### src/hdl/fwp_pkg.sv
// Shared constants and types for the flash word program sequencer.
package fwp_pkg;

	// Clock rate and program time.
	localparam int unsigned CLK_MHZ             = 10;
	localparam int unsigned PROG_US_DEFAULT     = 1000;
	localparam int unsigned PROG_CYCLES_DEFAULT = PROG_US_DEFAULT * CLK_MHZ;

	// Register byte offsets on the bus.
	localparam logic [7:0] OFF_PTR_UPPER = 8'h00;
	localparam logic [7:0] OFF_PTR_HIGH  = 8'h04;
	localparam logic [7:0] OFF_PTR_LOW   = 8'h08;
	localparam logic [7:0] OFF_LATCH     = 8'h0c;
	localparam logic [7:0] OFF_KEY       = 8'h10;
	localparam logic [7:0] OFF_CTRL      = 8'h14;
	localparam logic [7:0] OFF_TSTORE    = 8'h18;
	localparam logic [7:0] OFF_HOLD      = 8'h1c;
	localparam logic [7:0] OFF_IRQ_STAT  = 8'h20;
	localparam logic [7:0] OFF_IRQ_MASK  = 8'h24;

	// Unlock keys.
	localparam logic [7:0] UNLOCK_KEY1 = 8'h55;
	localparam logic [7:0] UNLOCK_KEY2 = 8'haa;

	// Control register bits and implemented-bit masks.
	localparam int unsigned CB_WORD   = 5;
	localparam int unsigned CB_FREE   = 4;
	localparam int unsigned CB_ERR    = 3;
	localparam int unsigned CB_PERMIT = 2;
	localparam int unsigned CB_GO     = 1;
	localparam logic [7:0]  CTRL_MASK = 8'h3e;
	localparam logic [7:0]  PTRU_MASK = 8'h3f;
	localparam logic [7:0]  RST_BYTE  = 8'h00;

	// Table store command: bit 0 requests a post-increment of the pointer.
	localparam int unsigned TS_POSTINC = 0;

	// Interrupt status bits.
	localparam int unsigned IRQ_W     = 3;
	localparam int unsigned IB_DONE   = 0;
	localparam int unsigned IB_ABORT  = 1;
	localparam int unsigned IB_REJECT = 2;

	localparam int unsigned ADDR_W = 21;
	localparam int unsigned CNT_W  = 32;

	typedef enum logic [1:0] {
		UL_IDLE,
		UL_FIRST,
		UL_ARMED
	} fwp_unlock_t;

	typedef struct packed {
		logic [ADDR_W-1:0] addr;
		logic [15:0]       data;
	} fwp_flash_cmd_t;

endpackage

### src/hdl/fwp_sequencer.sv
// Flash word program sequencer with APB register slave and interrupt.
`timescale 1ns/10ps
module fwp_sequencer import fwp_pkg::*; #(
	parameter int unsigned PROG_CYCLES = PROG_CYCLES_DEFAULT
) (
	// Clock and reset.
	input  wire logic       SYS_CLK,
	input  wire logic       RST,
	// APB slave.
	input  wire logic       PSEL,
	input  wire logic       PENABLE,
	input  wire logic       PWRITE,
	input  wire logic [7:0] PADDR,
	input  wire logic [31:0] PWDATA,
	output logic [31:0]     PRDATA,
	output logic            PREADY,
	output logic            PSLVERR,
	// Reset sources that may cut a cycle short.
	input  wire logic       MASTER_CLEAR_RESET,
	input  wire logic       WATCHDOG_TIMER_RESET,
	// Flash array and core.
	output fwp_flash_cmd_t  FLASH_CMD,
	output logic            FLASH_START,
	output logic            FLASH_ABORT,
	output logic            CORE_STALL,
	// Interrupt.
	output logic            IRQ
);

	function automatic logic hit(input logic [7:0] a, input logic [7:0] off);
		return a == off;
	endfunction

	function automatic logic mapped(input logic [7:0] a);
		return hit(a, OFF_PTR_UPPER) || hit(a, OFF_PTR_HIGH) || hit(a, OFF_PTR_LOW) ||
			hit(a, OFF_LATCH) || hit(a, OFF_KEY) || hit(a, OFF_CTRL) ||
			hit(a, OFF_TSTORE) || hit(a, OFF_HOLD) || hit(a, OFF_IRQ_STAT) ||
			hit(a, OFF_IRQ_MASK);
	endfunction

	// Reset pins are asynchronous to SYS_CLK: three stages, change taken when two agree.
	logic [1:0] sync1;
	logic [1:0] sync2;
	logic [1:0] sync3;
	logic [1:0] rst_filt;
	logic [1:0] next_rst_filt;
	logic       abort_ev;

	always_comb begin
		for (int i = 0; i < 2; i++) begin
			next_rst_filt[i] = (sync2[i] == sync3[i]) ? sync3[i] : rst_filt[i];
		end
	end

	assign abort_ev = |(next_rst_filt & ~rst_filt);

	always_ff @(posedge SYS_CLK) begin
		if (RST) begin
			sync1    <= '0;
			sync2    <= '0;
			sync3    <= '0;
			rst_filt <= '0;
		end else begin
			sync1    <= {WATCHDOG_TIMER_RESET, MASTER_CLEAR_RESET};
			sync2    <= sync1;
			sync3    <= sync2;
			rst_filt <= next_rst_filt;
		end
	end

	// Register state.
	logic [7:0]       ptr_upper;
	logic [7:0]       ptr_high;
	logic [7:0]       ptr_low;
	logic [7:0]       latch;
	logic [7:0]       hold [0:1];
	logic [7:0]       ctrl;
	fwp_unlock_t      ul;
	logic             busy;
	fwp_flash_cmd_t   cmd;
	logic             start_q;
	logic             abort_q;
	logic [IRQ_W-1:0] irq_stat;
	logic [IRQ_W-1:0] irq_mask;
	logic [31:0]      rdata;
	logic             slverr;

	logic [7:0]       next_ptr_upper;
	logic [7:0]       next_ptr_high;
	logic [7:0]       next_ptr_low;
	logic [7:0]       next_latch;
	logic [7:0]       next_hold [0:1];
	logic [7:0]       next_ctrl;
	fwp_unlock_t      next_ul;
	logic             next_busy;
	fwp_flash_cmd_t   next_cmd;
	logic [IRQ_W-1:0] next_irq_stat;
	logic [IRQ_W-1:0] next_irq_mask;
	logic [31:0]      next_rdata;
	logic             next_slverr;

	logic             wr;
	logic             rd_setup;
	logic             rd_acc;
	logic             go_start;
	logic             go_reject;
	logic             tmr_done;
	logic             hw_abort;
	logic [21:0]      ptr;
	logic [21:0]      ptr_inc;
	logic [31:0]      rmux;
	logic [IRQ_W-1:0] irq_ev;
	logic [IRQ_W-1:0] irq_clr;

	assign wr       = PSEL && PENABLE && PWRITE;
	assign rd_setup = PSEL && !PENABLE && !PWRITE;
	assign rd_acc   = PSEL && PENABLE && !PWRITE;
	assign ptr      = {ptr_upper[5:0], ptr_high, ptr_low};
	assign ptr_inc  = ptr + 22'h000001;
	assign hw_abort = busy && abort_ev;

	fwp_timer #(
		.PROG_CYCLES(PROG_CYCLES)
	) fwp_timer_i (
		.clk    (SYS_CLK),
		.rst    (RST),
		.start  (go_start),
		.abort  (hw_abort),
		.running(),
		.done   (tmr_done)
	);

	// Read multiplexer: the key port has no storage and always reads zero.
	always_comb begin
		rmux = '0;
		if (hit(PADDR, OFF_PTR_UPPER)) begin
			rmux[7:0] = ptr_upper & PTRU_MASK;
		end else if (hit(PADDR, OFF_PTR_HIGH)) begin
			rmux[7:0] = ptr_high;
		end else if (hit(PADDR, OFF_PTR_LOW)) begin
			rmux[7:0] = ptr_low;
		end else if (hit(PADDR, OFF_LATCH)) begin
			rmux[7:0] = latch;
		end else if (hit(PADDR, OFF_CTRL)) begin
			rmux[7:0] = ctrl & CTRL_MASK;
		end else if (hit(PADDR, OFF_HOLD)) begin
			rmux[15:0] = {hold[1], hold[0]};
		end else if (hit(PADDR, OFF_IRQ_STAT)) begin
			rmux[IRQ_W-1:0] = irq_stat;
		end else if (hit(PADDR, OFF_IRQ_MASK)) begin
			rmux[IRQ_W-1:0] = irq_mask;
		end
	end

	always_comb begin
		next_ptr_upper = ptr_upper;
		next_ptr_high  = ptr_high;
		next_ptr_low   = ptr_low;
		next_latch     = latch;
		next_hold[0]   = hold[0];
		next_hold[1]   = hold[1];
		next_ctrl      = ctrl;
		next_ul        = ul;
		next_busy      = busy;
		next_cmd       = cmd;
		next_irq_mask  = irq_mask;
		next_rdata     = rdata;
		next_slverr    = slverr;
		go_start       = 1'b0;
		go_reject      = 1'b0;
		if (PSEL && !PENABLE) begin
			next_rdata  = rd_setup ? rmux : '0;
			next_slverr = !mapped(PADDR);
		end
		if (wr) begin
			// Any write other than the expected key breaks the unlock sequence.
			next_ul = UL_IDLE;
			if (hit(PADDR, OFF_PTR_UPPER)) begin
				next_ptr_upper = PWDATA[7:0] & PTRU_MASK;
			end else if (hit(PADDR, OFF_PTR_HIGH)) begin
				next_ptr_high = PWDATA[7:0];
			end else if (hit(PADDR, OFF_PTR_LOW)) begin
				next_ptr_low = PWDATA[7:0];
			end else if (hit(PADDR, OFF_LATCH)) begin
				next_latch = PWDATA[7:0];
			end else if (hit(PADDR, OFF_KEY)) begin
				if (PWDATA[7:0] == UNLOCK_KEY1) begin
					next_ul = UL_FIRST;
				end else if (PWDATA[7:0] == UNLOCK_KEY2 && ul == UL_FIRST) begin
					next_ul = UL_ARMED;
				end
			end else if (hit(PADDR, OFF_TSTORE)) begin
				next_hold[ptr_low[0]] = latch;
				if (PWDATA[TS_POSTINC]) begin
					next_ptr_upper = {2'b00, ptr_inc[21:16]};
					next_ptr_high  = ptr_inc[15:8];
					next_ptr_low   = ptr_inc[7:0];
				end
			end else if (hit(PADDR, OFF_IRQ_MASK)) begin
				next_irq_mask = PWDATA[IRQ_W-1:0];
			end else if (hit(PADDR, OFF_CTRL) && !busy) begin
				next_ctrl = PWDATA[7:0] & CTRL_MASK & ~(8'h01 << CB_GO);
				if (PWDATA[CB_GO]) begin
					// Row writes are not served here, so go also needs word enable.
					if (ul == UL_ARMED && PWDATA[CB_PERMIT] && PWDATA[CB_WORD]) begin
						go_start         = 1'b1;
						next_ctrl[CB_GO] = 1'b1;
						next_busy        = 1'b1;
						next_cmd.addr    = {ptr[ADDR_W-1:1], 1'b0};
						next_cmd.data    = {hold[1], hold[0]};
					end else begin
						go_reject = 1'b1;
					end
				end
			end
		end
		if (tmr_done) begin
			next_ctrl[CB_GO] = 1'b0;
			next_busy        = 1'b0;
		end
		if (hw_abort) begin
			next_ctrl[CB_GO]  = 1'b0;
			next_ctrl[CB_ERR] = 1'b1;
			next_busy         = 1'b0;
		end
	end

	// Status bits clear only where the word read showed them; a new event wins.
	assign irq_ev  = {go_reject, hw_abort, tmr_done};
	assign irq_clr = (rd_acc && hit(PADDR, OFF_IRQ_STAT)) ? rdata[IRQ_W-1:0] : '0;
	assign next_irq_stat = (irq_stat & ~irq_clr) | irq_ev;

	always_ff @(posedge SYS_CLK) begin
		if (RST) begin
			ptr_upper <= RST_BYTE;
			ptr_high  <= RST_BYTE;
			ptr_low   <= RST_BYTE;
			latch     <= RST_BYTE;
			hold[0]   <= RST_BYTE;
			hold[1]   <= RST_BYTE;
			ctrl      <= RST_BYTE;
			ul        <= UL_IDLE;
			busy      <= 1'b0;
			cmd       <= '0;
			start_q   <= 1'b0;
			abort_q   <= 1'b0;
			irq_stat  <= '0;
			irq_mask  <= '0;
			rdata     <= '0;
			slverr    <= 1'b0;
		end else begin
			ptr_upper <= next_ptr_upper;
			ptr_high  <= next_ptr_high;
			ptr_low   <= next_ptr_low;
			latch     <= next_latch;
			hold[0]   <= next_hold[0];
			hold[1]   <= next_hold[1];
			ctrl      <= next_ctrl;
			ul        <= next_ul;
			busy      <= next_busy;
			cmd       <= next_cmd;
			start_q   <= go_start;
			abort_q   <= hw_abort;
			irq_stat  <= next_irq_stat;
			irq_mask  <= next_irq_mask;
			rdata     <= next_rdata;
			slverr    <= next_slverr;
		end
	end

	assign PRDATA      = rdata;
	assign PREADY      = 1'b1;
	assign PSLVERR     = slverr && PSEL && PENABLE;
	assign FLASH_CMD   = cmd;
	assign FLASH_START = start_q;
	assign FLASH_ABORT = abort_q;
	assign CORE_STALL  = busy;
	assign IRQ         = |(irq_stat & irq_mask);

	// Cycle counter read only by the assertions.
	logic [CNT_W-1:0] stall_cnt;
	always_ff @(posedge SYS_CLK) begin
		if (RST || !busy) begin
			stall_cnt <= '0;
		end else begin
			stall_cnt <= stall_cnt + CNT_W'(1);
		end
	end
endmodule

### src/hdl/fwp_timer.sv
// Program cycle timer: counts the internal program time once started.
`timescale 1ns/10ps
module fwp_timer import fwp_pkg::*; #(
	parameter int unsigned PROG_CYCLES = PROG_CYCLES_DEFAULT
) (
	// Clock and reset.
	input  wire logic clk,
	input  wire logic rst,
	// Control.
	input  wire logic start,
	input  wire logic abort,
	// Status.
	output logic      running,
	output logic      done
);

	logic [CNT_W-1:0] cnt;
	logic [CNT_W-1:0] next_cnt;
	logic             next_running;

	assign done = running && (cnt == CNT_W'(1)) && !abort;

	always_comb begin
		next_cnt     = cnt;
		next_running = running;
		if (start) begin
			next_cnt     = CNT_W'(PROG_CYCLES);
			next_running = 1'b1;
		end else if (abort || done) begin
			next_cnt     = '0;
			next_running = 1'b0;
		end else if (running) begin
			next_cnt = cnt - CNT_W'(1);
		end
	end

	always_ff @(posedge clk) begin
		if (rst) begin
			cnt     <= '0;
			running <= 1'b0;
		end else begin
			cnt     <= next_cnt;
			running <= next_running;
		end
	end

endmodule

### config.mk
export PLATFORM = sky130hd
export DESIGN_NAME = fwp_sequencer
export DESIGN_NICKNAME = d
export VERILOG_FILES = /design/src/hdl/fwp_pkg.sv /design/src/hdl/fwp_sequencer.sv /design/src/hdl/fwp_timer.sv
export SDC_FILE = /design/constraint.sdc
export NUM_CORES = 1
export LEC_CHECK = 0
export BUFFER_PORTS_ARGS = -buffer_cell sky130_fd_sc_hd__buf_2
export CORE_MARGIN = 5
export CORE_UTILIZATION = 55
export CTS_CLUSTER_DIAMETER = 200
export DETAILED_ROUTE_END_ITERATION = 8
export PLACE_DENSITY_LB_ADDON = 0.25
export SLEW_MARGIN = 25
export SYNTH_ARGS = -nofsm -noshare
export SYNTH_HDL_FRONTEND = slang
export SYNTH_SLANG_ARGS = --single-unit
### constraint.sdc
create_clock -name SYS_CLK -period 4.1 [get_ports SYS_CLK]
set_clock_uncertainty 0.05 [all_clocks]
set_input_delay 0.41 -clock SYS_CLK [delete_from_list [all_inputs] [get_ports SYS_CLK]]
set_output_delay 0.41 -clock SYS_CLK [all_outputs]
set_load 0.1 [all_outputs]
### After elaboration in Yosys (flattened, before gate mapping)

Memories as Yosys holds them, arrays and structs flattened.
Cells that the tools add are included.

* bits in writable memories: 16
* register bits: 156
* word-level logic and storage cells: 226
* bits in latches: 0
* memories kept: 1
* bits in read-only memories: 0

* bitwise gates (word level): 16
* $add $sub $neg: 2
* magnitude comparators: 2
* eq/ne operators: 32
* multipliers: 0
* div/mod/pow operators: 0
* reduce and logical (&&, ||, !) cells: 54
* mux-type cells: 95
* shift-type cells: 0

Memories
* hold: words 2, bits a word 8, read ports 2, clocked after Yosys merged registers in 0, write ports 2, line fwp_sequencer.sv:76 `logic [7:0] hold [0:1];`

Operator list (number)
* $mux W8: 24
* $mux W16: 8
* $mux W14: 3
* $mux W6: 7
* $mux W4: 9
* $eq A32 B1 Y1 const B: 1
* $eq A8 B5 Y1 const B: 4
* $sub A32 B1 Y32 const B: 1
* $mux W1: 30
* $add A22 B1 Y22 const B: 1
* $reduce_and A7 Y1: 3
* $ne A2 B2 Y1 const B: 9
* $reduce_and A9 Y1: 2
* $reduce_bool A2 Y1: 9
* $bwmux W16: 1
* $eq A8 B4 Y1 const B: 2
* $eq A8 B6 Y1 const B: 2
* $logic_and A1 B1 Y1: 16
* $mux W2: 7
* $ne A2 B1 Y1 const B: 7
* $mux W13: 1
* $mux W3: 4
* $reduce_and A11 Y1: 1
* $logic_or A1 B1 Y1: 10
* other kinds (24): 39

### Depth between registers and ports, before layout

Gate-level depths: netlist of the first run.

* word-level depth: 15
* gate-level depth with buffers: 9

### Hierarchy

A second synthesis of the first run with hierarchy kept.

* cell total of the unflattened synthesis: 860
* area, all modules: 7415.9 um^2

By module, submodules not included
* fwp_sequencer: area each 5845.6 um^2, times used 1, cells an instance 691, sequential area each 2462.4 um^2
* fwp_timer: area each 1570.3 um^2, times used 1, cells an instance 169, sequential area each 660.6 um^2

### Worst setup path before layout of the first run

No wires, ideal clock.

* path type: flip-flop to flip-flop
* from: register busy (netlist: CORE_STALL)
* to: register fwp_timer_i.cnt[15]
* path slack: 1.923 ns
* clock period less this slack: 2.177 ns
* path buffers: 1
* data required time: 3.935 ns
* library setup time: 0.115 ns
* cell stages (with the launch flop): 6
* arrival: 2.012 ns
* path through: dfxtp_1 > o21ai_0 > and2_1 > nand3_4 > buf_6 > nor2_1

* word-level cells in the longest chain between the ends: 12
* elaborated cells on any way between the ends: 16

Ends and longest elaborated chain
* start, declared: line fwp_sequencer.sv:79 `logic busy;`
* start signal, assigned: line fwp_sequencer.sv:260 `busy <= next_busy;`
* $logic_not A1 Y1
* $logic_and A1 B1 Y1: line fwp_sequencer.sv:201 `end else if (hit(PADDR, OFF_CTRL) && !busy) begin`
* $mux W1: line fwp_sequencer.sv:201
* $mux W1: line fwp_sequencer.sv:199 `end else if (hit(PADDR, OFF_IRQ_MASK)) begin`
* $mux W1: line fwp_sequencer.sv:192 `end else if (hit(PADDR, OFF_TSTORE)) begin`
* $mux W1: line fwp_sequencer.sv:186 `end else if (hit(PADDR, OFF_KEY)) begin`
* $mux W1: line fwp_sequencer.sv:184 `end else if (hit(PADDR, OFF_LATCH)) begin`
* $mux W1: line fwp_sequencer.sv:182 `end else if (hit(PADDR, OFF_PTR_LOW)) begin`
* $mux W1: line fwp_sequencer.sv:180 `end else if (hit(PADDR, OFF_PTR_HIGH)) begin`
* $mux W1: line fwp_sequencer.sv:178 `if (hit(PADDR, OFF_PTR_UPPER)) begin`
* $mux W1: line fwp_sequencer.sv:175 `if (wr) begin`
* $reduce_or A3 Y1 (no source line) (*)
* end signal, assigned: line fwp_timer.sv:42 `cnt <= next_cnt;`
* end, declared: line fwp_timer.sv:17 `logic [CNT_W-1:0] cnt;`

Every way passes the cells marked *; elsewhere a longest branch is shown, timed or not.
A chain may end at the register's enable or synchronous reset.

### Worst setup path after layout of the first run

* from: register ptr_low[0]
* to: register ptr_upper[0]

* word-level cells in the longest chain between the ends: 8

Ends and longest elaborated chain
* start, declared: line fwp_sequencer.sv:74 `logic [7:0] ptr_low;`
* start signal, assigned: line fwp_sequencer.sv:254 `ptr_low <= next_ptr_low;`
* $add A22 B1 Y22: line fwp_sequencer.sv:119 `assign ptr_inc = ptr + 22'h000001;`
* $mux W6: line fwp_sequencer.sv:194 `if (PWDATA[TS_POSTINC]) begin`
* $mux W6: line fwp_sequencer.sv:192
* $mux W6: line fwp_sequencer.sv:186
* $mux W6: line fwp_sequencer.sv:184
* $mux W6: line fwp_sequencer.sv:182
* $mux W6: line fwp_sequencer.sv:180
* $mux W6: line fwp_sequencer.sv:178
* end signal, assigned: line fwp_sequencer.sv:252 `ptr_upper <= next_ptr_upper;`
* end, declared: line fwp_sequencer.sv:72 `logic [7:0] ptr_upper;`

Every way passes these cells. The select of a mux whose other input is x is not followed.

==> flow_summary_export.csv, run 1 <==
group,metric,value,unit
outcome,outcome,"finished, final reports clean",
timing,fmax,0.403,GHz
cts,cts-htree-levels,4,
placed_design,dp_slack,1.24,ns
yosys,yosys.area.top_type_share,42.3,%
pwr,ir_drop,0.000307,V
yosys,async_reset_ff_share,0,%
timing,worstMarginPinSlew,0.982,ns
route,vias_per_cell,5.91,
finish,drive_gt1_share,15.0,%
pwr,power_density,385,nW/um^2
placed_design,portBuffers,79,
floorplan,dieArea,15900,um^2
finish,diodes,0,
yosys,synth_area_leaders,"dfxtp_1 42%, nand2_1 6.5%, mux2i_1 5.0%",
finish,fillers,1202,
job,maxCapViolCount,0,
setup_path,path_class,"flop to flop",
placed_design,placed_cell_area,7760,um^2
hold_path,whs_path_depth,2,
setup_path,cpPeakStageDelay,0.65,ns
floorplan,die-height,126,um
finish,nNetsFinal,992,
pwr,p_leak,3.16,nW
floorplan,start_util,56.0,%
setup_path,ff2ff_path_depth,6,
timing,fin_crit_sh,60.6,%
yosys,synth_edf_count,0,
timing,fin_ws,1.62,ns
cts,cts_buffers,17,
setup_path,path_cells,"ha_1 > nand3_1 > nor4_2 > nand4_1 > nand3_1 > nor4bb_1",
cts,postCtsResizedCells,0,
yosys,yosys.area.top_type,"dfxtp_1",
timing,relSlewSlack,34.5,%
pwr,power,3.21,mW
finish,final_area,8330,um^2
yosys,syn-instance-count,892,
cts,clock_latency,0.44,ns
global_routing,grt.total_usage,24.6,%
setup_path,worstPathRequired,4.39,ns
cts,clkTransAtPathRegs,0.06,ns
cts,cts_tree,"built",
setup_path,critical_path.startpoint_type,"flop",
yosys,seq_area_frac_synth,42.3,%
timing,hold_viol,0,
placed_design,gp_congestion,0.876,
hold_path,worstHoldStart,"WATCHDOG_TIMER_RESET",
timing,post-route-min-period,2.48,ns
timing,fin_tns_setup,0,ns
global_routing,grt_start_max_net_pins,77,
setup_path,r2r-start,"ptr_low[0]$_SDFFE_PP0P_",
floorplan,core-area,13200,um^2
cts,cts_setup_buffers,0,
yosys,synthTopCellsByCount,"156 x dfxtp_1, 127 x nand2_1, 95 x nor2_1",
setup_path,slowest_stage,"nor4_2",
route,ant_nets,0,
global_routing,grt_pass1_wl,31800,um
setup_path,path_max_fanout,8,
placed_design,dp.cells,1099,
yosys,netlist-cell-type-count,69,
route,num_vias,6679,
hold_path,holdPathEnd,"sync1[1]$_SDFF_PP0_",
timing,setup_violations,0,
route,drc,0,
global_routing,antenna_found_initial,0,
floorplan,ios,122,
setup_path,critPathCaptureType,"flop",
yosys,synth_area,7390,um^2
finish,seq_area,3120,um^2
timing,rsz0062_at_grt,"false",
yosys,post-synth-top-count-cell,"dfxtp_1",
route,wire_per_inst,17.3,um
route,first_iter_violations,724,
setup_path,ff2ff_setup_slack,1.62,ns
yosys,synth_warnings,0,
setup_path,crit_arrival,2.77,ns
timing,slew_violations,0,
floorplan,row_count,42,
setup_path,r2r_end,"ptr_upper[0]$_SDFFE_PP0P_",
finish,area_growth,12.7,%
cts,root_buffer,"clkbuf_16",
cts,clk_path_buf_depth,2,
hold_path,hold_class,"input pin to flop",
cts,holdBufCountCts,0,
yosys,ys_ff_latch,156,
finish,layoutNonFillerInstCount,1130,
placed_design,place.detailed.hpwl,13000,um
cts,clock-sinks,156,
floorplan,die_w,126,um
yosys,syn_avg_cell_area,8.28,um^2
global_routing,grt_pass1_vias,6102,
yosys,synth_ff_type,"dfxtp_1",
setup_path,cpMostUsedCell,"nand3_1",
route,drt_wl_total,19500,um
finish,multi_input_area,3870,um^2
route,dr.pass1.iters,6,
global_routing,overflow,0,
==> through the flow <==
stage,hold slack [ns],util [%]
2_1_floorplan,0.364,-
3_3_place_gp,0.374,58.9
3_5_place_dp,0.385,58.9
4_1_cts,0.134,63.1
5_1_grt,0.134,63.1
6_report,0.143,63.1
==> layer usage <==
metal / track usage, % / vias to the layer above / wire length (um)
met5: 0 / - / 0
met4: 8.39 / 0 / 450
met3: 7.32 / 41 / 1600
met2: 36.1 / 285 / 8670
met1: 34.5 / 3124 / 8800
li1: - / 3229 / -
==> sequential cells by signal, indices dropped and copies added, names as in the netlist <==
signal               cells
CORE_STALL               1
sync1                    2
hold                    16
fwp_timer_i.running      1
latch                    8
ptr_upper                6
FLASH_START              1
FLASH_CMD               36
irq_stat                 3
sync2                    2
irq_mask                 3
ul                       2
sync3                    2
ptr_low                  8
FLASH_ABORT              1
PRDATA                  16
ctrl                     5
fwp_timer_i.cnt         32
ptr_high                 8
rst_filt                 2
slverr                   1
==> area by class of cell <==
class                   count  share of cell area [%]
clock buffers              21                    5.65
clock inverters            10                    1.10
inverters                  18                   0.811
multi-input cells         659                    46.5
flip-flops and latches    156                    37.5
well taps                 176                    2.64
repair buffers             90                    5.77
==> power by group <==
| group | leakage, nW | internal [mW] | switching [mW] |
|---|---|---|---|
| sequential | 1.26 | 1.52 | 0.00282 |
| clock | 0.275 | 0.878 | 0.620 |
| combinational | 1.62 | 0.0277 | 0.161 |
==> worst max path at each step <==
stage | start | endpoint | slack (ns) | depth (start not counted)
after floorplan | CORE_STALL$_SDFFE_PP0P_ | fwp_timer_i.cnt[15]$_SDFFE_PP0P_ | 1.92 | 5
after global placement | PADDR[5] | FLASH_CMD[32]$_SDFFE_PP0P_ | 1.27 | 7
after detailed placement | PADDR[5] | FLASH_CMD[32]$_SDFFE_PP0P_ | 1.24 | 7
after CTS | PADDR[5] | FLASH_CMD[32]$_SDFFE_PP0P_ | 1.68 | 7
after global routing | ptr_low[0]$_SDFFE_PP0P_ | ptr_upper[0]$_SDFFE_PP0P_ | 1.39 | 6
final | ptr_low[0]$_SDFFE_PP0P_ | ptr_upper[0]$_SDFFE_PP0P_ | 1.62 | 6
==> cell usage in the layout (no fill, tap or decap), types with 6 or more instances in the layout <==
cell and instances:
a211oi_1 8, a21oi_1 69, a221oi_1 7, a22oi_1 13, a31oi_1 9, and2_1 12, and3_1 14, buf_2 78
buf_4 12, clkbuf_16 17, conb_1 18, dfxtp_1 156, inv_1 18, mux2i_1 37, nand2_1 127, nand3_1 28
nand3b_1 6, nand4_1 19, nor2_1 95, nor2b_1 9, nor3_1 15, nor4_1 8, o21ai_0 36, o22ai_1 9
o31ai_1 6, xnor2_1 9, xor2_1 18
==> cells by family after synthesis <==
group | Yosys count | share of synthesized area, %
simple gates | 378 | 26.0
compound gates | 192 | 16.1
flops | 156 | 42.3
buf+inv | 93 | 6.20
mux | 41 | 5.62
xor+xnor | 27 | 3.20
fa+ha+maj | 3 | 0.508
other cells | 2 | 0.102
==> worst max-delay path, delay by kind of cell, from the launching register on <==
family                     cells  cell delay (ns)
and+or+nand+nor                5             1.52
DFF                            1             0.53
adders and majority gates      1             0.28
(Power assumes the default switching activity.)
==> inputs of run 2 (changes only) <==
==> constraint.sdc (replaced) <==
create_clock -name SYS_CLK -period 2.35 [get_ports SYS_CLK]
set_clock_uncertainty 0.05 [all_clocks]
set_input_delay 0.235 -clock SYS_CLK [delete_from_list [all_inputs] [get_ports SYS_CLK]]
set_output_delay 0.235 -clock SYS_CLK [all_outputs]
set_load 0.1 [all_outputs]
==> run 2 against run 1 <==
Routed wire length increased by 3.4%. First-iteration DRC count increased by 0.83%. Highest routed layer unchanged. Largest cell class unchanged. Cell area up 4.7%. Critical endpoint is now fwp_timer_i.cnt[28]$_SDFFE_PP0P_. Clock power increased by 81%. Global-route usage up 0.78 points. Flip-flop and latch count unchanged. Die area unchanged. Critical path type unchanged. Critical path depth unchanged. Final cell count is 4.3% higher.
==> flow_summary_export.csv, run 2 (synthesis gave the netlist of run 1 again) <==
group,metric,value,unit
outcome,outcome,"finished, final reports clean",
pwr,pwr-share-comb,6.2,%
setup_path,worst-path-buf-inv,1,
placed_design,dp_slack,0.191,ns
cts,clock-sinks,156,
pwr,pwr-share-seq,46.4,%
pwr,p_sw_share,24.0,%
floorplan,ios,122,
finish,seq_area,3120,um^2
global_routing,grt_pass1_wl,32700,um
finish,fillers,1143,
pwr,pwr-share-clk,47.4,%
job,maxCapViolCount,0,
setup_path,critPathCaptureType,"flop",
route,first_iter_violations,730,
timing,holdWs,0.0447,ns
setup_path,path_class,"flop to flop",
global_routing,antenna_found_initial,0,
pwr,p_leak,3.41,nW
hold_path,hold_class,"input pin to flop",
timing,slew_violations,0,
cts,root_buffer,"clkbuf_16",
cts,cts_setup_buffers,0,
timing,fin_tns_setup,0,ns
floorplan,start_util,56.0,%
route,vias_per_cell,5.79,
finish,multi_input_area,3870,um^2
timing,fin_ws,0.171,ns
route,ant_nets,0,
setup_path,cpPeakStageDelay,0.57,ns
pwr,ir_drop,0.000499,V
cts,clkTransAtPathRegs,0.06,ns
setup_path,crit_arrival,2.49,ns
setup_path,path_cells,"or4_4 > and4bb_2 > buf_4 > nand3_4 > or4_4 > a21oi_2",
setup_path,cpLargestDelayFamily,"simple AND/OR/NAND/NOR gates",
cts,cts_tree,"built",
cts,clock_latency,0.44,ns
finish,nNetsFinal,1040,
cts,postCtsResizedCells,0,
pwr,intPower,4.34,mW
route,dr.pass1.iters,5,
global_routing,grt_pass1_vias,6301,
global_routing,grt.total_usage,25.4,%
finish,diodes,0,
finish,area_growth,18.0,%
finish,most-common-layout-cells,"156 x dfxtp_1, 127 x nand2_1, 95 x nor2_1",
floorplan,die-height,126,um
cts,clk_path_buf_depth,2,
cts,cts-htree-levels,4,
setup_path,cpMostUsedCell,"or4_4",
setup_path,critical_path.startpoint_type,"flop",
floorplan,dieArea,15900,um^2
floorplan,row_count,42,
finish,final_common_cell,"dfxtp_1",
global_routing,overflow,0,
cts,holdBufCountCts,2,
route,num_vias,6828,
global_routing,grt_start_max_net_pins,63,
timing,hold_viol,0,
timing,rsz0062_at_grt,"false",
pwr,power,5.72,mW
setup_path,worstPathRequired,2.66,ns
timing,fin_crit_sh,92.7,%
setup_path,slowest_stage,"or4_4",
setup_path,path_max_fanout,5,
pwr,power_density,656,nW/um^2
timing,worstMarginPinSlew,0.706,ns
finish,largest_reg_flops,36,
placed_design,place.detailed.hpwl,14100,um
timing,relSlewSlack,52.5,%
timing,setup_violations,0,
placed_design,gp_congestion,0.935,
route,wire_per_inst,17.1,um
finish,drive_gt1_share,18.9,%
finish,post-route-util,66.1,%
floorplan,core-area,13200,um^2
pwr,p_sw,1.37,mW
timing,post-route-min-period,2.18,ns
route,drc,0,
timing,fmax,0.459,GHz
placed_design,portBuffers,79,
floorplan,die_w,126,um
route,drt_wl_total,20200,um
cts,cts_buffers,17,
## run 2: final cells by class
| cell class | count | share of cell area [%] |
|---|---|---|
| multi-input cells | 659 | 44.4 |
| clock buffers | 24 | 5.87 |
| inverters | 18 | 0.775 |
| clock inverters | 8 | 0.904 |
| repair buffers | 138 | 9.70 |
| flip-flops and latches | 156 | 35.8 |
| well taps | 176 | 2.53 |
## run 2: layer usage
| layer | part of all wire [%] | track usage (%) | vias up |
|---|---|---|---|
| met5 | 0 | 0 | - |
| met4 | 2.7 | 10.5 | 0 |
| met3 | 8.2 | 6.05 | 47 |
| met2 | 44 | 37.7 | 299 |
| met1 | 45 | 35.4 | 3157 |
| li1 | - | - | 3325 |
## run 2: per-stage QoR
step / area [um^2] / std cells
final: 8720 / 1179
after global routing: 8720 / 1179
after CTS: 8720 / 1179
after detailed placement: 8110 / 1145
after global placement: 8110 / 1145
after floorplan: 7450 / 908
## run 2: path summary, 6_finish.rpt
check / start / endpoint / cells past startpoint / slack (ns)
hold / removal: RST / rst_filt[0]$_SDFF_PP0_ / 2 / 0.04
hold reg to reg: FLASH_CMD[21]$_SDFFE_PP0P_ / FLASH_CMD[21]$_SDFFE_PP0P_ / 2 / 0.40
setup reg to reg: fwp_timer_i.cnt[6]$_SDFFE_PP0P_ / fwp_timer_i.cnt[28]$_SDFFE_PP0P_ / 6 / 0.17
setup / recovery: fwp_timer_i.cnt[6]$_SDFFE_PP0P_ / fwp_timer_i.cnt[28]$_SDFFE_PP0P_ / 6 / 0.17
## run 2: power by group through the flow
stage / clock (mW) / sequential [mW] / combinational [mW]
after detailed placement: 0 / 2.71 / 0.341
after global placement: 0 / 2.71 / 0.340
after global routing: 2.87 / 2.65 / 0.366
final: 2.71 / 2.66 / 0.352
after CTS: 2.75 / 2.66 / 0.344
after floorplan: 0 / 2.71 / 0.274
